File: config.mk
export PLATFORM = sky130hd
export DESIGN_NAME = uflc_top
export DESIGN_NICKNAME = d
export VERILOG_FILES = /design/src/uflc_pkg.sv /design/src/uflc_fmt_if.sv /design/src/uflc_tx.sv /design/src/uflc_rx.sv /design/src/uflc_top.sv
export SDC_FILE = /design/constraint.sdc
export NUM_CORES = 1
export LEC_CHECK = 0
export ABC_AREA = 1
export BUFFER_PORTS_ARGS = -buffer_cell sky130_fd_sc_hd__buf_2
export CAP_MARGIN = 20
export CORE_MARGIN = 2
export CORE_UTILIZATION = 45
export DETAILED_ROUTE_END_ITERATION = 10
export GPL_TIMING_DRIVEN = 1
export PLACE_DENSITY = 0.64
export SLEW_MARGIN = 25
export SYNTH_ARGS = -nofsm -noshare
export SYNTH_HDL_FRONTEND = slang
export SYNTH_SLANG_ARGS = --single-unit
File: constraint.sdc
create_clock -name core_clk_i -period 3.4 [get_ports core_clk_i]
set_clock_uncertainty 0.15 [all_clocks]
set_input_delay 0.17 -clock core_clk_i [delete_from_list [all_inputs] [get_ports core_clk_i]]
set_output_delay 0.17 -clock core_clk_i [all_outputs]
set_load 0.02 [all_outputs]
File: src/uflc_pkg.sv
// shared constants, register map and format helpers for the line format block
package uflc_pkg;
  // register byte offsets, one 32-bit word each
  localparam logic [7:0] OFS_DATA = 8'h00; // tx/rx data, divisor low while access select set
  localparam logic [7:0] OFS_DIV_HI = 8'h04; // divisor high, only while access select set
  localparam logic [7:0] OFS_EFR = 8'h08; // enhanced feature byte, only while access select set
  localparam logic [7:0] OFS_LFC = 8'h0c; // line_format_control
  localparam logic [7:0] OFS_STAT = 8'h10; // status
  // line_format_control field positions
  localparam int LFC_DLAB = 7;
  localparam int LFC_BRK = 6;
  localparam int LFC_STICK = 5;
  localparam int LFC_EVEN = 4;
  localparam int LFC_PEN = 3;
  localparam int LFC_STOP = 2;
  localparam int LFC_WL_HI = 1;
  localparam int LFC_WL_LO = 0;
  // status field positions
  localparam int ST_RX_RDY = 0;
  localparam int ST_THR_EMPTY = 1;
  localparam int ST_TX_IDLE = 2;
  localparam int ST_PERR = 3;
  localparam int ST_FERR = 4;
  // reset values
  localparam logic [7:0] LFC_RST = 8'h00;
  localparam logic [15:0] DIV_RST = 16'h0001;
  localparam logic [7:0] EFR_RST = 8'h00;
  // oversampling ticks per bit and stop lengths
  localparam logic [5:0] BIT_TICKS = 6'h10;
  localparam logic [5:0] HALF_TICKS = 6'h08;
  localparam logic [5:0] STOP15_TICKS = 6'h18;
  localparam logic [5:0] STOP2_TICKS = 6'h20;

  // keep only the programmed number of data bits
  function automatic logic [7:0] uflc_mask(input logic [7:0] d, input logic [1:0] wl);
    return d & (8'hff >> (2'd3 - wl));
  endfunction

  // parity bit for a character: forced, odd or even
  function automatic logic uflc_par(input logic [7:0] d, input logic [1:0] wl, input logic even,
                                    input logic stick);
    if (stick) return ~even;
    return even ? ^uflc_mask(d, wl) : ~^uflc_mask(d, wl);
  endfunction

  // stop length in ticks from select bit and word length
  function automatic logic [5:0] uflc_stop_ticks(input logic sel, input logic [1:0] wl);
    if (!sel) return BIT_TICKS;
    if (wl == 2'b00) return STOP15_TICKS;
    return STOP2_TICKS;
  endfunction

  // index of the last data bit
  function automatic logic [2:0] uflc_last_bit(input logic [1:0] wl);
    return 3'd4 + {1'b0, wl};
  endfunction
endpackage

File: src/uflc_fmt_if.sv
// character format and tick carried from the register file to the shifters
`timescale 1ns/1ps
interface uflc_fmt_if;
  logic [1:0] wlen; // word length select
  logic stop_sel; // stop bit select
  logic par_en; // parity enable
  logic even_sel; // even parity select
  logic stick; // stick parity
  logic tick; // one-cycle 16x oversample enable
  modport ctl(output wlen, stop_sel, par_en, even_sel, stick, tick);
  modport sh(input wlen, stop_sel, par_en, even_sel, stick, tick);
endinterface

File: src/uflc_tx.sv
// transmit shifter: start, data, optional parity, stop
`timescale 1ns/1ps
module uflc_tx import uflc_pkg::*; (
  input wire logic core_clk_i,
  input wire logic sys_rst_i,
  uflc_fmt_if.sh fmt,
  input wire logic start_i,
  input wire logic [7:0] data_i,
  output logic ready_o,
  output logic line_o
);
  typedef enum logic [2:0] {TX_IDLE, TX_START, TX_DATA, TX_PAR, TX_STOP} uflc_tx_st_e;
  uflc_tx_st_e st_r, st_nxt;
  logic [5:0] cnt_r, cnt_nxt; // ticks within the bit
  logic [2:0] bit_r, bit_nxt; // data bit index
  logic [7:0] sh_r, sh_nxt;
  logic par_r, par_nxt, pen_r, pen_nxt, stp_r, stp_nxt, line_r, line_nxt;
  logic [1:0] wl_r, wl_nxt;
  logic end_bit;

  // format is latched at start so a write mid-character cannot tear the frame
  always_comb begin
    end_bit = fmt.tick && (cnt_r == BIT_TICKS - 6'h01);
    st_nxt = st_r;
    cnt_nxt = fmt.tick ? cnt_r + 6'h01 : cnt_r;
    bit_nxt = bit_r;
    sh_nxt = sh_r;
    par_nxt = par_r;
    pen_nxt = pen_r;
    wl_nxt = wl_r;
    stp_nxt = stp_r;
    line_nxt = 1'b1;
    unique case (st_r)
      TX_IDLE: begin
        cnt_nxt = 6'h00;
        if (start_i) begin
          sh_nxt = data_i;
          par_nxt = uflc_par(data_i, fmt.wlen, fmt.even_sel, fmt.stick);
          pen_nxt = fmt.par_en;
          wl_nxt = fmt.wlen;
          stp_nxt = fmt.stop_sel;
          st_nxt = TX_START;
        end
      end
      TX_START: begin
        line_nxt = 1'b0;
        if (end_bit) begin
          cnt_nxt = 6'h00;
          bit_nxt = 3'd0;
          st_nxt = TX_DATA;
        end
      end
      TX_DATA: begin
        line_nxt = sh_r[0];
        if (end_bit) begin
          cnt_nxt = 6'h00;
          sh_nxt = {1'b0, sh_r[7:1]};
          bit_nxt = bit_r + 3'd1;
          if (bit_r == uflc_last_bit(wl_r)) st_nxt = pen_r ? TX_PAR : TX_STOP;
        end
      end
      TX_PAR: begin
        line_nxt = par_r;
        if (end_bit) begin
          cnt_nxt = 6'h00;
          st_nxt = TX_STOP;
        end
      end
      TX_STOP: begin
        if (fmt.tick && cnt_r == uflc_stop_ticks(stp_r, wl_r) - 6'h01) begin
          cnt_nxt = 6'h00;
          st_nxt = TX_IDLE;
        end
      end
    endcase
  end

  // state registers
  always_ff @(posedge core_clk_i) begin
    if (sys_rst_i) begin
      st_r <= TX_IDLE;
      cnt_r <= 6'h00;
      bit_r <= 3'd0;
      sh_r <= 8'h00;
      {par_r, pen_r, stp_r, wl_r} <= 5'h00;
      line_r <= 1'b1;
    end else begin
      st_r <= st_nxt;
      cnt_r <= cnt_nxt;
      bit_r <= bit_nxt;
      sh_r <= sh_nxt;
      {par_r, pen_r, stp_r, wl_r} <= {par_nxt, pen_nxt, stp_nxt, wl_nxt};
      line_r <= line_nxt;
    end
  end

  assign ready_o = (st_r == TX_IDLE);
  assign line_o = line_r;
endmodule // uflc_tx

File: src/uflc_rx.sv
// receive shifter: start check, data, parity check, stop check
`timescale 1ns/1ps
module uflc_rx import uflc_pkg::*; (
  input wire logic core_clk_i,
  input wire logic sys_rst_i,
  uflc_fmt_if.sh fmt,
  input wire logic rxd_i,
  output logic done_o,
  output logic [7:0] data_o,
  output logic perr_o,
  output logic ferr_o
);
  typedef enum logic [2:0] {RX_IDLE, RX_START, RX_DATA, RX_PAR, RX_STOP} uflc_rx_st_e;
  uflc_rx_st_e st_r, st_nxt;
  logic [5:0] cnt_r, cnt_nxt;
  logic [2:0] bit_r, bit_nxt;
  logic [7:0] sh_r, sh_nxt, data_r, data_nxt;
  logic pe_r, pe_nxt, done_r, done_nxt, perr_r, perr_nxt, ferr_r, ferr_nxt;
  logic mid;

  // samples at mid-bit; stop sampled once, so half stop bits are accepted
  always_comb begin
    mid = fmt.tick && (cnt_r == BIT_TICKS - 6'h01);
    st_nxt = st_r;
    cnt_nxt = fmt.tick ? cnt_r + 6'h01 : cnt_r;
    bit_nxt = bit_r;
    sh_nxt = sh_r;
    data_nxt = data_r;
    pe_nxt = pe_r;
    done_nxt = 1'b0;
    perr_nxt = perr_r;
    ferr_nxt = ferr_r;
    unique case (st_r)
      RX_IDLE: begin
        cnt_nxt = 6'h00;
        if (!rxd_i) st_nxt = RX_START;
      end
      RX_START: begin
        if (fmt.tick && cnt_r == HALF_TICKS - 6'h01) begin
          cnt_nxt = 6'h00;
          bit_nxt = 3'd0;
          st_nxt = rxd_i ? RX_IDLE : RX_DATA; // false start rejected
        end
      end
      RX_DATA: begin
        if (mid) begin
          cnt_nxt = 6'h00;
          sh_nxt = {rxd_i, sh_r[7:1]};
          bit_nxt = bit_r + 3'd1;
          if (bit_r == uflc_last_bit(fmt.wlen)) st_nxt = fmt.par_en ? RX_PAR : RX_STOP;
        end
      end
      RX_PAR: begin
        if (mid) begin
          cnt_nxt = 6'h00;
          pe_nxt = rxd_i != uflc_par(sh_r >> (2'd3 - fmt.wlen), fmt.wlen, fmt.even_sel, fmt.stick);
          st_nxt = RX_STOP;
        end
      end
      RX_STOP: begin
        if (mid) begin
          done_nxt = 1'b1;
          data_nxt = sh_r >> (2'd3 - fmt.wlen);
          perr_nxt = pe_r && fmt.par_en;
          ferr_nxt = !rxd_i;
          pe_nxt = 1'b0;
          st_nxt = RX_IDLE;
        end
      end
    endcase
  end

  // state registers
  always_ff @(posedge core_clk_i) begin
    if (sys_rst_i) begin
      st_r <= RX_IDLE;
      cnt_r <= 6'h00;
      bit_r <= 3'd0;
      sh_r <= 8'h00;
      data_r <= 8'h00;
      {pe_r, done_r, perr_r, ferr_r} <= 4'h0;
    end else begin
      st_r <= st_nxt;
      cnt_r <= cnt_nxt;
      bit_r <= bit_nxt;
      sh_r <= sh_nxt;
      data_r <= data_nxt;
      {pe_r, done_r, perr_r, ferr_r} <= {pe_nxt, done_nxt, perr_nxt, ferr_nxt};
    end
  end

  assign done_o = done_r;
  assign data_o = data_r;
  assign perr_o = perr_r;
  assign ferr_o = ferr_r;
endmodule // uflc_rx

File: src/uflc_top.sv
// line format control register file, Wishbone slave and serial line glue
`timescale 1ns/1ps
module uflc_top import uflc_pkg::*; (
  input wire logic core_clk_i,
  input wire logic sys_rst_i,
  input wire logic wb_cyc_i,
  input wire logic wb_stb_i,
  input wire logic wb_we_i,
  input wire logic [7:0] wb_adr_i,
  input wire logic [3:0] wb_sel_i,
  input wire logic [31:0] wb_dat_i,
  output logic [31:0] wb_dat_o,
  output logic wb_ack_o,
  input wire logic serial_rx_i,
  output logic serial_tx_o
);
  // bus slave state
  logic ack_r, ack_nxt;
  logic [31:0] dat_r, dat_nxt;
  // register file
  logic [7:0] lfc_r, lfc_nxt; // line_format_control
  logic [15:0] div_r, div_nxt; // baud divisor
  logic [7:0] efr_r, efr_nxt; // enhanced feature byte, stored only
  logic [7:0] thr_r, thr_nxt; // transmit holding byte
  logic thr_full_r, thr_full_nxt;
  logic [7:0] rbr_r, rbr_nxt; // last received byte
  logic rx_rdy_r, rx_rdy_nxt, perr_r, perr_nxt, ferr_r, ferr_nxt;
  // divider
  logic [15:0] tcnt_r, tcnt_nxt;
  logic tick_r, tick_nxt;
  // line
  logic rx_meta_r, rx_sync_r, txd_r, txd_nxt;
  // links to the shifters
  logic tx_ready, tx_line, tx_start;
  logic rx_done, rx_perr, rx_ferr;
  logic [7:0] rx_data;
  logic req, wr_take, rd_take, dlab;
  logic [7:0] rd_byte;

  uflc_fmt_if fmt();

  // format fields fan out straight from the register
  assign fmt.wlen = lfc_r[LFC_WL_HI:LFC_WL_LO];
  assign fmt.stop_sel = lfc_r[LFC_STOP];
  assign fmt.par_en = lfc_r[LFC_PEN];
  assign fmt.even_sel = lfc_r[LFC_EVEN];
  assign fmt.stick = lfc_r[LFC_STICK];
  assign fmt.tick = tick_r;

  assign dlab = lfc_r[LFC_DLAB];
  assign req = wb_cyc_i && wb_stb_i;
  // writes and read side effects act on the edge that the master sees ack
  assign wr_take = req && ack_r && wb_we_i && wb_sel_i[0];
  assign rd_take = req && ack_r && !wb_we_i;
  // a held byte is handed over once the shifter is idle
  assign tx_start = thr_full_r && tx_ready;

  // read mux, hidden registers read as zero
  always_comb begin
    rd_byte = 8'h00;
    unique case (wb_adr_i)
      OFS_DATA: rd_byte = dlab ? div_r[7:0] : rbr_r;
      OFS_DIV_HI: rd_byte = dlab ? div_r[15:8] : 8'h00;
      OFS_EFR: rd_byte = dlab ? efr_r : 8'h00;
      OFS_LFC: rd_byte = lfc_r;
      OFS_STAT: begin
        rd_byte[ST_RX_RDY] = rx_rdy_r;
        rd_byte[ST_THR_EMPTY] = !thr_full_r;
        rd_byte[ST_TX_IDLE] = tx_ready && !thr_full_r;
        rd_byte[ST_PERR] = perr_r;
        rd_byte[ST_FERR] = ferr_r;
      end
      default: rd_byte = 8'h00; // unmapped offsets answer zero
    endcase
  end

  // bus answer: ack one cycle after the request, dropped the cycle after
  always_comb begin
    ack_nxt = req && !ack_r;
    dat_nxt = ack_nxt ? {24'h000000, rd_byte} : dat_r;
  end

  // bus registers
  always_ff @(posedge core_clk_i) begin
    if (sys_rst_i) begin
      ack_r <= 1'b0;
      dat_r <= 32'h00000000;
    end else begin
      ack_r <= ack_nxt;
      dat_r <= dat_nxt;
    end
  end

  // register file next values
  always_comb begin
    lfc_nxt = lfc_r;
    div_nxt = div_r;
    efr_nxt = efr_r;
    thr_nxt = thr_r;
    thr_full_nxt = thr_full_r && !tx_start;
    rbr_nxt = rbr_r;
    rx_rdy_nxt = rx_rdy_r;
    perr_nxt = perr_r;
    ferr_nxt = ferr_r;
    // software clears first, hardware sets afterwards so a new event wins
    if (rd_take && wb_adr_i == OFS_DATA && !dlab) rx_rdy_nxt = 1'b0;
    if (rd_take && wb_adr_i == OFS_STAT) begin
      perr_nxt = 1'b0;
      ferr_nxt = 1'b0;
    end
    if (wr_take) begin
      unique case (wb_adr_i)
        OFS_DATA: begin
          if (dlab) begin
            div_nxt[7:0] = wb_dat_i[7:0];
          end else if (!thr_full_r || tx_start) begin
            thr_nxt = wb_dat_i[7:0];
            thr_full_nxt = 1'b1;
          end
        end
        OFS_DIV_HI: if (dlab) div_nxt[15:8] = wb_dat_i[7:0];
        OFS_EFR: if (dlab) efr_nxt = wb_dat_i[7:0];
        OFS_LFC: lfc_nxt = wb_dat_i[7:0];
        default: lfc_nxt = lfc_r; // writes elsewhere are dropped
      endcase
    end
    if (rx_done) begin
      rbr_nxt = rx_data;
      rx_rdy_nxt = 1'b1;
      perr_nxt = perr_r && !(rd_take && wb_adr_i == OFS_STAT) || rx_perr;
      ferr_nxt = ferr_r && !(rd_take && wb_adr_i == OFS_STAT) || rx_ferr;
    end
  end

  // register file flops
  always_ff @(posedge core_clk_i) begin
    if (sys_rst_i) begin
      lfc_r <= LFC_RST;
      div_r <= DIV_RST;
      efr_r <= EFR_RST;
      thr_r <= 8'h00;
      thr_full_r <= 1'b0;
      rbr_r <= 8'h00;
      {rx_rdy_r, perr_r, ferr_r} <= 3'h0;
    end else begin
      lfc_r <= lfc_nxt;
      div_r <= div_nxt;
      efr_r <= efr_nxt;
      thr_r <= thr_nxt;
      thr_full_r <= thr_full_nxt;
      rbr_r <= rbr_nxt;
      {rx_rdy_r, perr_r, ferr_r} <= {rx_rdy_nxt, perr_nxt, ferr_nxt};
    end
  end

  // 16x tick divider; divisor zero behaves as one
  always_comb begin
    tick_nxt = (tcnt_r + 16'h0001 >= div_r);
    tcnt_nxt = tick_nxt ? 16'h0000 : tcnt_r + 16'h0001;
  end

  // divider flops
  always_ff @(posedge core_clk_i) begin
    if (sys_rst_i) begin
      tcnt_r <= 16'h0000;
      tick_r <= 1'b0;
    end else begin
      tcnt_r <= tcnt_nxt;
      tick_r <= tick_nxt;
    end
  end

  // break overrides whatever the shifter drives
  always_comb begin
    txd_nxt = lfc_r[LFC_BRK] ? 1'b0 : tx_line;
  end

  // line flops: two-stage input synchroniser and registered output
  always_ff @(posedge core_clk_i) begin
    if (sys_rst_i) begin
      rx_meta_r <= 1'b1;
      rx_sync_r <= 1'b1;
      txd_r <= 1'b1;
    end else begin
      rx_meta_r <= serial_rx_i;
      rx_sync_r <= rx_meta_r;
      txd_r <= txd_nxt;
    end
  end

  assign wb_ack_o = ack_r;
  assign wb_dat_o = dat_r;
  assign serial_tx_o = txd_r;

  uflc_tx u_tx (
    .core_clk_i(core_clk_i),
    .sys_rst_i(sys_rst_i),
    .fmt(fmt.sh),
    .start_i(tx_start),
    .data_i(thr_r),
    .ready_o(tx_ready),
    .line_o(tx_line)
  );

  uflc_rx u_rx (
    .core_clk_i(core_clk_i),
    .sys_rst_i(sys_rst_i),
    .fmt(fmt.sh),
    .rxd_i(rx_sync_r),
    .done_o(rx_done),
    .data_o(rx_data),
    .perr_o(rx_perr),
    .ferr_o(rx_ferr)
  );
endmodule // uflc_top

==> results.toml <==
[run_status]
outcome = "complete, no violations"

[global_routing]
overflow = 0
grt_start_max_net_pins = 53
grt_pass1_vias = 5670
antenna_found_initial = 0
grt.total_usage = 0.204
grt_first_pass_wirelength_um = 27400

[timing]
setup_viol = 0
fin_crit_sh = 0.883
finalCriticalPeriod_ns = 3.00
final_hold_viol_count = 0
max_freq_mhz = 333
tightest_slew_ns = 0.610
max_slew_margin = 0.593
setup_tns_ns = 0
rsz0062_at_grt = "no"
maxSlewViolCount = 0

[synthesis]
synth_top_area_share = 0.389
yosysMostFrequentCell = "nand2_1"
synth_cells = 1002
synth_top_area_cell = "dfxtp_1"
ys_seq_elements = 139
yosys_warnings = 0
synth-edff-count = 0
avgSynthCellArea_sq_um = 7.13
syn_area_sq_um = 7150
ys.flop_type = "dfxtp_1"
yosys-top-cells-area = "dfxtp_1 39%, nand2_1 8.8%, o21ai_0 8.3%"
async_flop_share = 0
synth_common_cells = "167 x nand2_1, 139 x dfxtp_1, 125 x inv_1"
ys_seq_area_frac = 0.389
yosysUniqueCellTypes = 47

[placed_design]
hpwlAfterDp_um = 11900
gp_congestion = 0.843
portBuffers = 32

[worst_setup_path]
crit_family = "simple AND/OR/NAND/NOR gates"
critical_path_buf_inv_count = 4
required_ns = 3.61
worst-r2r-setup-slack_ns = 0.40
critical_path.slowest_cell = "or4_1"
critical_path_class = "register to register"
crit_path_start_kind = "register"
cpPeakStageDelay_ns = 0.45
cpMostUsedCell = "inv_1"
cp_data_arrival_time_ns = 3.22
path_max_fanout = 16
setup.worst_path.end_class = "register"
path_cells = "ha_1, nand3_1, inv_1, nand3_2, or4_1, xor2_1, inv_1, ha_1, nand3_1, inv_1, a21oi_1, nand4_1, buf_12, nor2_1"

[power]
power_density_nw_per_um2 = 509
power_mw = 4.11
p_leak_nw = 3.40
ir_drop_mv = 0.336

[clock_tree]
cts_sinks = 139
cts_max_level = 4
cts_root_buf = "clkbuf_16"
post_cts_buffers = 0
cts_tree = "yes"
path_clk_slew_ns = 0.06
clkLatencyLatePin_ns = 0.43
numCtsBuffers = 17
cts_buffer_depth = 2

[min_path]
hold_path_class = "input pin to register"

[detailed_routing]
drt-total-wl_um = 16600
ant_nets = 0
via_per_inst = 5.00
vias = 6307
wl_per_cell_um = 13.2
first_pass_iters = 5
post-route-drc-count = 0
drt-initial-drc-count = 503

[floorplan]
core_sq_um = 15700
ios = 84
die_h_um = 130
start_util = 0.455
die_w_um = 130
dieArea_sq_um = 16900
row_count = 46

[layout]
antennaDiodeCount = 0
syn2layout_area_growth_pct = 13.1
nets = 1105
nFillCells = 1562
drive_above_1_share = 0.101

[run]
maxCapViolCount = 0
[worst register-to-register path: cells and delay by family, from the launching register on]
kind	cells	cell delay (ns)
AOI/OAI and AO/OA	1	0.20
DFF	1	0.39
adders and majority gates	2	0.48
xor gates and xnor gates	1	0.19
buffers and inverters	4	0.45
and+or+nand+nor	6	1.08
[through the flow]
step | utilization | hold WS [ns] | setup WS, ns | cells | area, sq um
6_report | 0.515 | 0.0503 | 0.397 | 1262 | 8090
2_1_floorplan | - | 0.0891 | 0.515 | 1025 | 7230
3_5_place_dp | 0.468 | 0.206 | 0.161 | 1221 | 7360
3_3_place_gp | 0.468 | 0.212 | 0.273 | 1221 | 7360
4_1_cts | 0.513 | 0.0444 | 0.134 | 1262 | 8060
5_1_grt | 0.515 | 0.112 | 0.0208 | 1262 | 8090
[repair_timing]
item | CTS | global route
endpoints found under the setup margin | 0 | 17
hold endpoints to repair | 34 | 0
hold buffers | 10 | 0
gates resized for setup | 0 | 4
[path summary, 6_finish.rpt]
| kind | cells after the start | to | startpoint |
|---|---|---|---|
| setup / recovery | 14 | tcnt_r[10] | tcnt_r[0] |
| hold / removal | 5 | perr_r | wb_we_i |
| setup reg to reg | 14 | tcnt_r[10] | tcnt_r[0] |
| hold reg to reg | 1 | rx_sync_r | rx_meta_r |
[power breakdown]
part | switching (mW) | internal, mW
sequential | 0.0438 | 1.69
clock | 0.679 | 1.22
combinational | 0.326 | 0.147
total | 1.05 | 3.06
[cell type report]
class | count | area (sq um) | area share
multi-input combinational | 692 | 3590 | 0.444
sequential | 139 | 2780 | 0.344
timing repair buffer | 48 | 330 | 0.0408
tap | 216 | 270 | 0.0334
clock buffer | 24 | 492 | 0.0608
inverter | 136 | 512 | 0.0633
clock inverter | 7 | 113 | 0.0139
[layer usage]
metal / vias up / global-route usage / share of wire
li1: 3303 / - / -
met1: 2864 / 0.290 / 0.49
met2: 128 / 0.312 / 0.45
met3: 12 / 0.0422 / 0.054
met4: 0 / 0.0639 / 0.0098
met5: - / 0 / 0
[cell usage in the layout (no fill, tap or decap), types with 4 or more instances in the layout]
| cell | count |
|---|---|
| a21oi_1 | 110 |
| buf_2 | 32 |
| buf_4 | 4 |
| clkbuf_16 | 17 |
| clkbuf_8 | 4 |
| clkinv_2 | 4 |
| conb_1 | 24 |
| dfxtp_1 | 139 |
| dlygate4sd3_1 | 10 |
| ha_1 | 21 |
| inv_1 | 125 |
| inv_2 | 10 |
| nand2_1 | 167 |
| nand2_2 | 4 |
| nand3_1 | 66 |
| nand4_1 | 8 |
| nor2_1 | 86 |
| nor2_4 | 5 |
| nor3_1 | 8 |
| o211ai_1 | 5 |
| o21ai_0 | 118 |
| o21ai_1 | 4 |
| or2_2 | 5 |
| xnor2_1 | 9 |
| xor2_1 | 16 |
[state kept, by name, indices dropped and copies added, names as in the netlist, 2 cells and up]
name         count
div_r           16
tcnt_r          16
efr_r            8
lfc_r            8
rbr_r            8
thr_r            8
u_rx.data_o      8
u_rx.sh_r        8
u_tx.sh_r        8
wb_dat_o         8
u_rx.cnt_r       6
u_tx.cnt_r       6
u_rx.bit_r       3
u_rx.st_r        3
u_tx.bit_r       3
u_tx.st_r        3
u_tx.wl_r        2
[kinds of logic after synthesis]
group / count (synthesis) / share of synthesized area
flip-flops: 139 / 0.389
buffers and inverters: 194 / 0.124
AO/OA/AOI/OAI: 253 / 0.186
other: 1 / 0.000525
adder cells (fa/ha/maj): 21 / 0.0368
AND/OR/NAND/NOR: 369 / 0.233
XOR/XNOR: 25 / 0.0306
(Power assumes the default switching activity.)
